**src/rtl/pig_pkg.sv**
```systemverilog
// Package for the periodic interrupt generator of the real-time clock.
// Assumes a 100 MHz core clock and an Avalon-MM master with 32-bit data.
package pig_pkg;

    ////////////////////////////////////////////////////////////////////////////
    // Clock rates and timing
    localparam int CORE_HZ = 100_000_000;        // Core clock rate
    localparam int TIMEBASE_HZ = 32768;          // Timekeeping divider rate
    localparam int TICK_CYC = CORE_HZ / TIMEBASE_HZ; // Core cycles per timebase tick
    localparam int SEC_INC_DELAY_NS = 92_000;    // Pulse fall to second increment
    localparam logic [14:0] SEC_INC_TICK = 15'((SEC_INC_DELAY_NS * 64'd32768) / 64'd1_000_000_000);
    localparam int ADJ_MAX_NS = 3_784_000;       // Largest correction per event
    localparam logic [6:0] ADJ_MAX_TICKS = 7'((ADJ_MAX_NS * 64'd32768) / 64'd1_000_000_000);
    localparam logic [4:0] ADJ_PERIOD_SEC = 5'd20; // Seconds between corrections
    localparam logic [14:0] ADJ_POINT = 15'h1000; // Tick inside the 1 Hz low phase and the first 2 Hz low phase
    localparam logic [14:0] HALF_SEC_BIT = 15'h4000; // 1 Hz wave is low below this
    localparam logic [14:0] QUARTER_BIT = 15'h2000;  // 2 Hz wave is low while this bit is clear

    ////////////////////////////////////////////////////////////////////////////
    // Register byte offsets
    localparam logic [5:0] OFS_CTRL1 = 6'h00;    // Period selection
    localparam logic [5:0] OFS_CTRL2 = 6'h04;    // Periodic interrupt flag
    localparam logic [5:0] OFS_ADJ = 6'h08;      // Oscillation adjustment
    localparam logic [5:0] OFS_IRQ_STAT = 6'h0c; // Sticky event bits, write one to clear
    localparam logic [5:0] OFS_IRQ_MASK = 6'h10; // Event mask
    localparam logic [5:0] OFS_TIMEBASE = 6'h14; // Sub-second counter, read only

    // Field positions
    localparam int FLD_SEL_LSB = 0;              // CTRL1 selection field [2:0]
    localparam int FLD_FLAG = 2;                 // CTRL2 periodic_irq_flag
    localparam int FLD_ADJ_EN = 7;               // ADJ enable, value in [6:0]
    localparam int EVT_SEC = 0;                  // Event: seconds counter increment
    localparam int EVT_FLAG = 1;                 // Event: periodic flag raised

    // Reset values
    localparam logic [2:0] RST_SEL = 3'h0;
    localparam logic [7:0] RST_ADJ = 8'h00;
    localparam logic [1:0] RST_MASK = 2'h0;

    ////////////////////////////////////////////////////////////////////////////
    // Period selection codes
    typedef enum logic [2:0] {
        SEL_OFF = 3'b000,
        SEL_LOW = 3'b001,
        SEL_2HZ = 3'b010,
        SEL_1HZ = 3'b011,
        SEL_SEC = 3'b100,
        SEL_MIN = 3'b101,
        SEL_HOUR = 3'b110,
        SEL_MONTH = 3'b111
    } pig_sel_t;

    // Avalon-MM request from the master
    typedef struct packed {
        logic read;
        logic write;
        logic [5:0] address;
        logic [3:0] byteenable;
        logic [31:0] writedata;
    } pig_avm_req_t;

    // Calendar rollover hints from the counters
    typedef struct packed {
        logic wrap_min;    // Next increment brings seconds to 00
        logic wrap_hour;   // Next increment brings minutes and seconds to 00
        logic wrap_month;  // Next increment lands on day 1, 00:00:00
    } pig_cal_t;

endpackage

```
**src/rtl/pig_periodic_irq.sv**
```systemverilog
// Periodic interrupt generator: sub-second divider, pulse and level modes,
// oscillation adjustment, Avalon-MM register slave and core interrupt.
// Assumes same-clock calendar hints and alarm level; the open-drain pin is
// resolved outside from the output enable.
`timescale 1ns/1ns

// Function
// Selection codes: off, low, 2 Hz, 1 Hz
// Pulse waves have about fifty percent duty
// Level mode holds low until flag cleared
// Level periods: second, minute, hour, month
// Month period fires on day one midnight
// Pulse waves locked to second increment
// Second increments 92 us after fall
// Seconds write clears divider, pulse goes low
// Level fall coincides with second increment
// Adjustment every twenty seconds bends pulse low
// Level second period shifts at most 3.784 ms
// Output low when periodic or alarm active
// Flag in CTRL2 bit 2; zero disables
// Selection resets to off
module pig_periodic_irq
    import pig_pkg::*;
(
    input wire logic i_core_clk,
    input wire logic i_reset,
    input wire pig_pkg::pig_avm_req_t i_avm,
    output logic [31:0] o_avm_readdata,
    output logic o_avm_waitrequest,
    input wire logic i_sec_write,
    input wire pig_pkg::pig_cal_t i_cal,
    input wire logic i_alarm_active,
    output logic o_sec_inc,
    output logic o_irq_out_n_o,
    output logic o_irq_out_n_oe,
    output logic o_irq
);
    import pig_pkg::*;

    ////////////////////////////////////////////////////////////////////////////
    // Declarations
    logic [11:0] div_r, div_nxt;          // Core cycles toward next timebase tick
    logic tick;                           // One-cycle timebase enable
    logic [14:0] sub_r, sub_nxt;          // Sub-second divider stages
    logic [4:0] adj_sec_r, adj_sec_nxt;   // Seconds since last correction
    logic [6:0] hold_r, hold_nxt;         // Ticks left to stall the divider
    logic sec_inc_r, sec_inc_nxt;         // Seconds counter increment strobe
    logic sec_inc_now;                    // Increment happens on this tick
    pig_sel_t sel_r, sel_nxt;             // Period selection field
    logic flag_r, flag_nxt;               // periodic_irq_flag
    logic [7:0] adj_r, adj_nxt;           // Adjust enable and signed amount
    logic [1:0] stat_r, stat_nxt;         // Sticky events
    logic [1:0] mask_r, mask_nxt;         // Event mask
    logic ack_r, ack_nxt;                 // Bus answer cycle
    logic [31:0] rdata_r, rdata_nxt;      // Registered read data
    logic oe_r, oe_nxt;                   // Pin pulled low
    logic irq_r, irq_nxt;                 // Core interrupt level
    logic period_hit;                     // Selected level period elapses
    logic per_low;                        // Periodic source wants the pin low
    logic wr_take;                        // Write takes effect this edge
    logic [6:0] adj_mag;                  // Clamped correction size

    // Signed correction magnitude, clamped to the largest legal step
    function automatic logic [6:0] adj_size(input logic [6:0] v);
        logic [6:0] m;
        m = v[6] ? 7'(-v) : v;
        adj_size = (m > ADJ_MAX_TICKS) ? ADJ_MAX_TICKS : m;
    endfunction

    ////////////////////////////////////////////////////////////////////////////
    // Timebase tick divider
    always_comb
    begin
        tick = (div_r == 12'(TICK_CYC - 1));
        if (i_sec_write)
        begin
            // A seconds rewrite restarts the whole chain, the core-rate stage too,
            // so the next increment lands a whole number of ticks after the write
            div_nxt = 12'h000;
        end
        else if (tick)
        begin
            div_nxt = 12'h000;
        end
        else
        begin
            div_nxt = div_r + 12'h001;
        end
    end

    always_ff @(posedge i_core_clk or posedge i_reset)
    begin
        if (i_reset)
        begin
            div_r <= 12'h000;
        end
        else
        begin
            div_r <= div_nxt;
        end
    end

    ////////////////////////////////////////////////////////////////////////////
    // Sub-second divider with oscillation adjustment
    always_comb
    begin
        adj_mag = adj_size(adj_r[6:0]);
        sub_nxt = sub_r;
        adj_sec_nxt = adj_sec_r;
        hold_nxt = hold_r;
        // Seconds counter steps a fixed delay after the divider wraps; the step lands
        // on the tick that brings the divider up to the delay count, not one tick later
        sec_inc_now = tick && (sub_r == SEC_INC_TICK - 15'h0001) && (hold_r == 7'h00);
        sec_inc_nxt = sec_inc_now;
        if (i_sec_write)
        begin
            // Clearing every stage restarts the wave at its falling edge
            sub_nxt = 15'h0000;
            hold_nxt = 7'h00;
        end
        else if (tick)
        begin
            if (hold_r != 7'h00)
            begin
                // Stalling inside the low phase stretches it
                hold_nxt = hold_r - 7'h01;
            end
            else if (sub_r == ADJ_POINT && adj_r[FLD_ADJ_EN] && adj_sec_r == 5'h00)
            begin
                // Once per correction window bend the current second
                if (adj_r[6])
                begin
                    hold_nxt = adj_mag;
                    sub_nxt = sub_r + 15'h0001;
                end
                else
                begin
                    sub_nxt = sub_r + 15'h0001 + 15'(adj_mag);
                end
            end
            else
            begin
                sub_nxt = sub_r + 15'h0001;
            end
            if (sec_inc_now)
            begin
                adj_sec_nxt = (adj_sec_r == ADJ_PERIOD_SEC - 5'h01) ? 5'h00 : adj_sec_r + 5'h01;
            end
        end
    end

    always_ff @(posedge i_core_clk or posedge i_reset)
    begin
        if (i_reset)
        begin
            sub_r <= 15'h0000;
            adj_sec_r <= 5'h00;
            hold_r <= 7'h00;
            sec_inc_r <= 1'b0;
        end
        else
        begin
            sub_r <= sub_nxt;
            adj_sec_r <= adj_sec_nxt;
            hold_r <= hold_nxt;
            sec_inc_r <= sec_inc_nxt;
        end
    end

    ////////////////////////////////////////////////////////////////////////////
    // Period decode and pin level
    always_comb
    begin
        // Level periods fire with the increment that rolls the counters
        unique case (sel_r)
            SEL_SEC:   period_hit = sec_inc_now;
            SEL_MIN:   period_hit = sec_inc_now && i_cal.wrap_min;
            SEL_HOUR:  period_hit = sec_inc_now && i_cal.wrap_hour;
            SEL_MONTH: period_hit = sec_inc_now && i_cal.wrap_month;
            SEL_OFF, SEL_LOW, SEL_2HZ, SEL_1HZ: period_hit = 1'b0;
        endcase
        unique case (sel_r)
            SEL_OFF: per_low = 1'b0;
            SEL_LOW: per_low = 1'b1;
            // Low for the first half of each half second
            SEL_2HZ: per_low = ((sub_r & QUARTER_BIT) == 15'h0000);
            // Low for the first half second
            SEL_1HZ: per_low = (sub_r < HALF_SEC_BIT);
            SEL_SEC, SEL_MIN, SEL_HOUR, SEL_MONTH: per_low = flag_r;
        endcase
        // Open drain: both sources pull the same pin low
        oe_nxt = per_low || i_alarm_active;
    end

    ////////////////////////////////////////////////////////////////////////////
    // Register file, events and interrupt
    always_comb
    begin
        wr_take = i_avm.write && ack_r && i_avm.byteenable[0];
        sel_nxt = sel_r;
        flag_nxt = flag_r;
        adj_nxt = adj_r;
        mask_nxt = mask_r;
        stat_nxt = stat_r;
        if (wr_take)
        begin
            unique case (i_avm.address)
                OFS_CTRL1: sel_nxt = pig_sel_t'(i_avm.writedata[FLD_SEL_LSB +: 3]);
                // Writing zero releases the pin; writing one has no effect
                OFS_CTRL2: if (!i_avm.writedata[FLD_FLAG]) flag_nxt = 1'b0;
                OFS_ADJ: adj_nxt = i_avm.writedata[7:0];
                OFS_IRQ_STAT: stat_nxt = stat_r & ~i_avm.writedata[1:0];
                OFS_IRQ_MASK: mask_nxt = i_avm.writedata[1:0];
                default: ;
            endcase
        end
        // Hardware set wins over a CTRL2 clear in the same cycle
        if (period_hit)
        begin
            flag_nxt = 1'b1;
        end
        if (sec_inc_now)
        begin
            stat_nxt[EVT_SEC] = 1'b1;
        end
        if (period_hit && !flag_r)
        begin
            stat_nxt[EVT_FLAG] = 1'b1;
        end
        // Leaving level mode drops a stale flag so the pin cannot stick
        if (!sel_nxt[2])
        begin
            flag_nxt = 1'b0;
        end
        irq_nxt = |(stat_nxt & mask_nxt);
    end

    always_ff @(posedge i_core_clk or posedge i_reset)
    begin
        if (i_reset)
        begin
            sel_r <= pig_sel_t'(RST_SEL);
            flag_r <= 1'b0;
            adj_r <= RST_ADJ;
            mask_r <= RST_MASK;
            stat_r <= 2'h0;
            oe_r <= 1'b0;
            irq_r <= 1'b0;
        end
        else
        begin
            sel_r <= sel_nxt;
            flag_r <= flag_nxt;
            adj_r <= adj_nxt;
            mask_r <= mask_nxt;
            stat_r <= stat_nxt;
            oe_r <= oe_nxt;
            irq_r <= irq_nxt;
        end
    end

    ////////////////////////////////////////////////////////////////////////////
    // Avalon-MM slave: one wait cycle on every access
    always_comb
    begin
        ack_nxt = (i_avm.read || i_avm.write) && !ack_r;
        rdata_nxt = rdata_r;
        if (i_avm.read && !ack_r)
        begin
            unique case (i_avm.address)
                OFS_CTRL1: rdata_nxt = {29'h0, sel_r};
                OFS_CTRL2: rdata_nxt = {29'h0, flag_r, 2'h0};
                OFS_ADJ: rdata_nxt = {24'h0, adj_r};
                OFS_IRQ_STAT: rdata_nxt = {30'h0, stat_r};
                OFS_IRQ_MASK: rdata_nxt = {30'h0, mask_r};
                OFS_TIMEBASE: rdata_nxt = {17'h0, sub_r};
                // Unmapped addresses read as zero
                default: rdata_nxt = 32'h0000_0000;
            endcase
        end
    end

    always_ff @(posedge i_core_clk or posedge i_reset)
    begin
        if (i_reset)
        begin
            ack_r <= 1'b0;
            rdata_r <= 32'h0000_0000;
        end
        else
        begin
            ack_r <= ack_nxt;
            rdata_r <= rdata_nxt;
        end
    end

    ////////////////////////////////////////////////////////////////////////////
    // Outputs
    assign o_avm_waitrequest = (i_avm.read || i_avm.write) && !ack_r;
    assign o_avm_readdata = rdata_r;
    assign o_sec_inc = sec_inc_r;
    assign o_irq_out_n_o = 1'b0;   // Open drain only ever pulls low
    assign o_irq_out_n_oe = oe_r;
    assign o_irq = irq_r;

endmodule

```
**config.mk**
```make
export PLATFORM = sky130hd
export DESIGN_NAME = pig_periodic_irq
export DESIGN_NICKNAME = d
export VERILOG_FILES = /design/src/rtl/pig_pkg.sv /design/src/rtl/pig_periodic_irq.sv
export SDC_FILE = /design/constraint.sdc
export NUM_CORES = 1
export LEC_CHECK = 0
export ABC_CLOCK_PERIOD_IN_PS = 2900
export BUFFER_PORTS_ARGS = -buffer_cell sky130_fd_sc_hd__buf_2
export CAP_MARGIN = 10
export CORE_MARGIN = 2
export CORE_UTILIZATION = 50
export DETAILED_ROUTE_END_ITERATION = 10
export PLACE_DENSITY = 0.83
export RECOVER_POWER = 100
export SLEW_MARGIN = 25
export SYNTH_ARGS = -nofsm -noshare
export SYNTH_HDL_FRONTEND = slang
export SYNTH_SLANG_ARGS = --single-unit
```
**constraint.sdc**
```tcl
create_clock -name i_core_clk -period 2.9 [get_ports i_core_clk]
set_input_delay 0.145 -clock i_core_clk [delete_from_list [all_inputs] [get_ports i_core_clk]]
set_output_delay 0.145 -clock i_core_clk [all_outputs]
set_load 0.01 [all_outputs]
```
==> metrics.md, run 1 <==
| Metric | Value |
|---|---|
| Number of unique standard cell types used by synthesis | 60 |
| Clock slew seen by the registers of the worst setup and hold paths | 0.09 ns |
| Most used cells in the layout excluding fill and tap cells | dfrtp_1 (74), nand2_1 (51), nor2_1 (42) |
| Total via count after detailed routing | 3,861 |
| Worst Path Arrival | a little over 3 ns |
| Global-route usage over all layers | 0.223 |
| Unrepaired setup endpoints after global routing | no |
| Per-cell via count in the routed design | a little over 6 |
| Count of buffer and inverter cells on the critical path | 1 |
| Root buffer cell | clkbuf_8 |
| Setup skew after layout | roughly 0.010 ns |
| Syn-to-layout area delta | 9.26% |
| Horizontal die dimension | a little under 100 um |
| Most common cell on crit path | ha_1 |
| Total Neg Setup Slack | 0 ns |
| Portion of the post-synthesis area used by sequential elements | 0.411 |
| Average cell area after synthesis | ~9 sq um |
| Kind of cell with the highest combined delay on the critical path | compound AO/OA/AOI/OAI gates |
| Remaining antenna violation count | 0 |
| Maximum fanout along the worst path | 5 |
| Number of global-route vias before repair | ~3.7k |
| Die boundary height | 98.9 um |
| Fmax achieved | around 360 MHz |
| Most common cell after layout, fill and taps aside | dfrtp_1 |
| Synthesis-stage register bit count | 74 |
| Number of DRC violations after detailed routing | 0 |
| DR WL/cell | 16.9 um |
| Number of synthesized flops with an enable pin | 0 |
| Worst-Margin Slew | 1.32 ns |
| Top_reg_cell synth | dfrtp_1 |
| Count of routing violations after the opening detailed-route iteration | 304 |
| Max-slew violation count | 0 |
| Count of final hold-check violations | 0 |
| Initial antenna violation count | 0 |
| Total gr overflow | 0 |
| Drt total wl | about 11,000 um |
| # diodes | 0 |
| Post-Synthesis Cell Area | 4500 sq um |
| Die area | 9780 sq um |
| Master of the slowest instance on the critical path | a2111oi_0 |
| CTS H-tree depth | 3 |
| Portion of the clock cycle consumed by the worst path in the final layout | 0.963 |
| Leakage Power | ~2.2 nW |
| Clock tree buffer depth | 2 |
| Worst hold-check slack | approximately 0.027 ns |
| Kind of end point of the critical path | flop |
| Proportion of synthesized flip-flops having asynchronous set or reset | 1.00 |
| Core Box Area | ~8700 sq um |
| Yosys synthesis warning count | 0 |
| Port Buf Inserts | between 40 and 50 |
| Net count of the finished layout | 595 |
| Area of the multi-input gates | around 2400 sq um |
| Mapped Cells | roughly 490 |
| Gpl congestion | about 1 |
| Number of clock buffers inserted by TritonCTS | 9 |
| Data required time at the worst endpoint | 3.18 ns |
| Class of the tightest hold or removal check | in2reg |
| Finish-stage setup viols | 0 |
| Outcome | finished clean |
| Drt pass-1 iters | 5 |
| Count of standard-cell rows | 34 |
| Setup Buffers After CTS | 0 |
| Ports placed on the boundary | slightly below 90 |
| PD cells | about 430 nW/um^2 |
| Worst setup SP type | flop |
| Share of layout cells above drive strength 1 | 0.115 |
| Clock tree from TritonCTS | yes |
| Area taken by flip-flops and latches | roughly 1900 sq um |
| DP Wirelength | around 8000 um |
| Starting density of the core | 0.516 |
| Count of max-cap constraint violations | 0 |
| Critical path class | reg2reg |
| Largest net degree at the start of global routing | 40 |
| First-pass GRT wire length | 17,500 um |
| Power Total | 0.00210 W |
| Maximum cell stage delay along the critical path | 0.44 ns |
| Max transition margin | 0.122 |
| Peak ir drop on the vdd network | around 280 uV |
| Filler cells | 773 |
| Worst skew pair latency | ~0.37 ns |
| Sequence of cells on the critical path | inv_1 -> ha_1 -> a21boi_0 -> xor2_1 -> ha_1 -> o21a_1 -> a2111oi_0 -> nand3b_1 -> a211oi_1 -> nor3_1 |
| Number of clock sinks | 74 |
| Final critical delay including setup and external delays | roughly 2.8 ns |
-- flip-flops by register name, summed over array words and instances, names as in the netlist, 2 cells and up --
register	cells
o_avm_readdata	15
adj_sec_r	5
adj_r	8
sel_r	3
div_r	12
sub_r	15
mask_r	2
stat_r	2
hold_r	7
-- kinds of logic after synthesis --
kind of cell / after synthesis / synth area share
AO/OA/AOI/OAI: 102 / 0.149
XOR/XNOR: 26 / 0.0506
adder cells (fa/ha/maj): 17 / 0.0489
buffers and inverters: 54 / 0.0623
flip-flops: 74 / 0.411
multiplexers: 19 / 0.0467
other: 1 / 0.000833
AND/OR/NAND/NOR: 193 / 0.230
-- final cells by class --
class,instances,area share
multi-input cells,375,0.492
flip-flops and latches,74,0.377
repair buffers,50,0.0489
well taps,108,0.0275
clock buffers,9,0.0252
clock inverters,7,0.0168
inverters,17,0.0130
-- cell usage after synthesis (6+ instances only) --
library cell / n / area (sq um)
buf_4: 19 / 143
and3_1: 8 / 50.1
inv_1: 17 / 63.8
nand2_1: 51 / 191
ha_1: 16 / 200
mux2_2: 16 / 180
a211oi_1: 6 / 45.0
nand3b_1: 6 / 45.0
nor2_1: 42 / 158
xor2_1: 9 / 78.8
xnor2_1: 17 / 149
nor2b_1: 6 / 37.5
nand2b_1: 8 / 50.1
nor3_1: 11 / 55.1
nand4_1: 11 / 68.8
dfrtp_1: 74 / 1850
o21ai_0: 33 / 165
clkbuf_1: 12 / 45.0
nand3_1: 17 / 85.1
a21oi_1: 16 / 80.1
-- stage by stage --
step           utilization  area, sq um  instances  worst slack [ns]
6_report             0.564         4920        640             0.107
5_1_grt              0.564         4920        640           0.00634
4_1_cts              0.571         4980        640            0.0542
3_5_place_dp         0.545         4750        622            0.0855
3_3_place_gp         0.545         4750        622             0.233
2_1_floorplan            -         4560        503             0.482
-- where the power goes --
part	switching (W)	leakage [nW]	internal (W)
clock network	0.000427	0.0988	0.000412
registers	0.0000256	1.01	0.00105
logic	0.000124	1.09	0.0000617
total	0.000577	2.20	0.00152
-- layer usage --
metal / GRT usage / routed length (um) / vias to the layer above
li1: - / - / 1797
met1: 0.293 / 4490 / 1818
met2: 0.357 / 5060 / 200
met3: 0.0433 / 827 / 46
met4: 0.103 / 443 / 0
met5: 0 / 0 / -
-- repair_timing --
action,in CTS,in global routing
setup endpoints to repair,0,2
endpoints found under the hold margin,36,0
hold buffers,2,0
gates resized for setup,0,2
-- worst paths after layout --
path | slack (ns) | startpoint | end | depth (start not counted)
setup / recovery | 0.11 | adj_r[0] | sub_r[6] | 10
hold reg to reg | 0.45 | ack_r | ack_r | 1
setup reg to reg | 0.11 | adj_r[0] | sub_r[6] | 10
hold / removal | 0.03 | i_avm[4] | adj_r[4] | 2
max in group asynchronous | 0.60 | i_reset | div_r[6] | 4
min in group asynchronous | 0.68 | i_reset | o_avm_readdata[9] | 3
Note: power is estimated with default switching activity, not from simulation.
==> run 2, diff against run 1 <==
--- a/config.mk
+++ b/config.mk
@@ -12,4 +12,5 @@
 export CORE_UTILIZATION = 50
 export DETAILED_ROUTE_END_ITERATION = 10
+export HOLD_SLACK_MARGIN = 0.12
 export PLACE_DENSITY = 0.83
 export RECOVER_POWER = 100
==> constraint.sdc (replaced) <==
create_clock -name i_core_clk -period 2.9 [get_ports i_core_clk]
set_input_delay 0.145 -clock i_core_clk [delete_from_list [all_inputs] [get_ports i_core_clk]]
set_output_delay 0.145 -clock i_core_clk [all_outputs]
set_load 0.02 [all_outputs]
==> run 2 against run 1 <==
Against the previous run: register-to-register slack got worse by 0.02 ns; global-route usage rose by 0.55 points; fmax down 0.79%; worst hold slack gained 0.19 ns; sequential cell count unchanged; first-iteration DRC count rose by 12%; combinational power up 13%.
==> metrics.md, run 2 (synthesis results as in run 1) <==
| Metric | Value |
|---|---|
| Outcome | finished clean |
| Count of standard-cell rows | 34 |
| Area of the multi-input gates | between 2000 and 2500 sq um |
| Data required time at the worst endpoint | between 3 and 4 ns |
| Per-cell via count in the routed design | ~6.0 |
| Clock slew seen by the registers of the worst setup and hold paths | about 0.09 ns |
| Most common cell after layout, fill and taps aside | dfrtp_1 |
| Leakage Power | about 2.2 nW |
| Worst-Margin Slew | 1.32 ns |
| Initial antenna violation count | 0 |
| Setup Buffers After CTS | 0 |
| Peak ir drop on the vdd network | ~280 uV |
| Core Box Area | between 8000 and 9000 sq um |
| Max-slew violation count | 0 |
| Worst Path Arrival | just over 3 ns |
| Gpl congestion | between 1 and 1.5 |
| CTS H-tree depth | 3 |
| Syn-to-layout area delta | 11.5% |
| Share of layout cells above drive strength 1 | 0.111 |
| Net count of the finished layout | 605 |
| Final cell count without fillers | 650 |
| Placed Instances | roughly 620 |
| Number of clock sinks | 74 |
| Worst setup SP type | flop |
| Most used cells in the layout excluding fill and tap cells | dfrtp_1 (74), nand2_1 (51), nor2_1 (42) |
| Maximum fanout along the worst path | 5 |
| Portion of the clock cycle consumed by the worst path in the final layout | 0.971 |
| Largest net degree at the start of global routing | 40 |
| Drt pass-1 iters | 5 |
| Starting density of the core | 0.516 |
| Filler cells | between 700 and 800 |
| Worst skew pair latency | approximately 0.37 ns |
| Setup skew after layout | around 0.0086 ns |
| Max transition margin | 0.118 |
| Ports placed on the boundary | slightly below 90 |
| Port Buf Inserts | 42 |
| Class of the tightest hold or removal check | in2reg |
| Total Neg Setup Slack | 0 ns |
| Final critical delay including setup and external delays | between 2 and 3 ns |
| Clock tree from TritonCTS | yes |
| PD cells | 424 nW/um^2 |
| Number of global-route vias before repair | between 3k and 4k |
| Finish-stage setup viols | 0 |
| Post-route core utilization | 0.575 |
| Number of DRC violations after detailed routing | 0 |
| Horizontal die dimension | about 99 um |
| Power Total | roughly 0.0021 W |
| Unrepaired setup endpoints after global routing | no |
| Worst hold-check slack | approximately 0.21 ns |
| Area taken by flip-flops and latches | 1850 sq um |
| Worst setup slack for register-to-register paths | between 0.08 and 0.09 ns |
| Count of max-cap constraint violations | 0 |
| Number of clock buffers inserted by TritonCTS | 9 |
| Count of routing violations after the opening detailed-route iteration | approximately 340 |
| Root buffer cell | clkbuf_8 |
| Drt total wl | 11,000 um |
| Die area | approximately 10000 sq um |
| Die boundary height | approximately 100 um |
| First-pass GRT wire length | 17,900 um |
| # diodes | 0 |
| Fmax achieved | approximately 360 MHz |
| Clock tree buffer depth | 2 |
| Total gr overflow | 0 |
| DR WL/cell | between 15 and 20 um |
| Global-route usage over all layers | 0.229 |
| Count of final hold-check violations | 0 |
| DP Wirelength | between 7000 and 8000 um |
| Total via count after detailed routing | slightly below 4k |
| Critical path class | reg2reg |
| Remaining antenna violation count | 0 |
| Kind of end point of the critical path | flop |
[run 2: changes by cell type in the layout (fill, tap and decap cells not counted)]
cell and delta:
buf_2 -1, clkbuf_1 +1, dlygate4sd3_1 +10
[run 2: per-layer routing]
layer | global-route usage | up-vias | wire length [um]
li1 | - | 1819 | -
met1 | 0.295 | 1849 | 4580
met2 | 0.372 | 172 | 5310
met3 | 0.0433 | 39 | 707
met4 | 0.110 | 0 | 353
met5 | 0 | - | 0
[run 2: critical path: stages (launching register included)]
cell	delay, ns
dfrtp_1	0.43
inv_1	0.12
ha_1	0.30
nand2_1	0.06
o21ai_1	0.16
fa_1	0.52
a211o_1	0.32
a2111oi_0	0.43
nand3b_1	0.17
a211oi_1	0.08
nor3_1	0.15
[run 2: final timing paths]
kind / start / endpoint / depth (start not counted)
min reg2reg: ack_r / ack_r / 1
max in group asynchronous: i_reset / div_r[10] / 4
max: adj_r[0] / sub_r[6] / 10
min: i_sec_write / sub_r[9] / 2
max reg2reg: adj_r[0] / sub_r[6] / 10
min in group asynchronous: i_reset / o_avm_readdata[9] / 3
[run 2: what timing repair did]
item,CTS,global route
endpoints found under the setup margin,0,2
gates resized for setup,0,2
endpoints found under the hold margin,50,0
hold buffers,12,0
[run 2: report_power, final]
group	switching (W)	leakage [nW]	total (W)	internal, W
clock network	0.000431	0.0988	0.000843	0.000412
registers	0.0000258	1.01	0.00107	0.00105
logic	0.000139	1.13	0.000210	0.0000704
[run 2: layout make-up]
cell class / instances / share of cell area
multi-input cells: 375 / 0.482
inverters: 17 / 0.0127
well taps: 108 / 0.0269
repair buffers: 60 / 0.0676
clock buffers: 9 / 0.0247
clock inverters: 7 / 0.0165
flip-flops and latches: 74 / 0.369
[run 2: metrics by stage]
| stage | worst slack, ns | cell area, sq um |
|---|---|---|
| after CTS | 0.0542 | 5080 |
| final | 0.0846 | 5020 |
| after global placement | 0.233 | 4750 |
| after detailed placement | 0.0855 | 4750 |
| after global routing | 0.00634 | 5020 |
| after floorplan | 0.482 | 4560 |
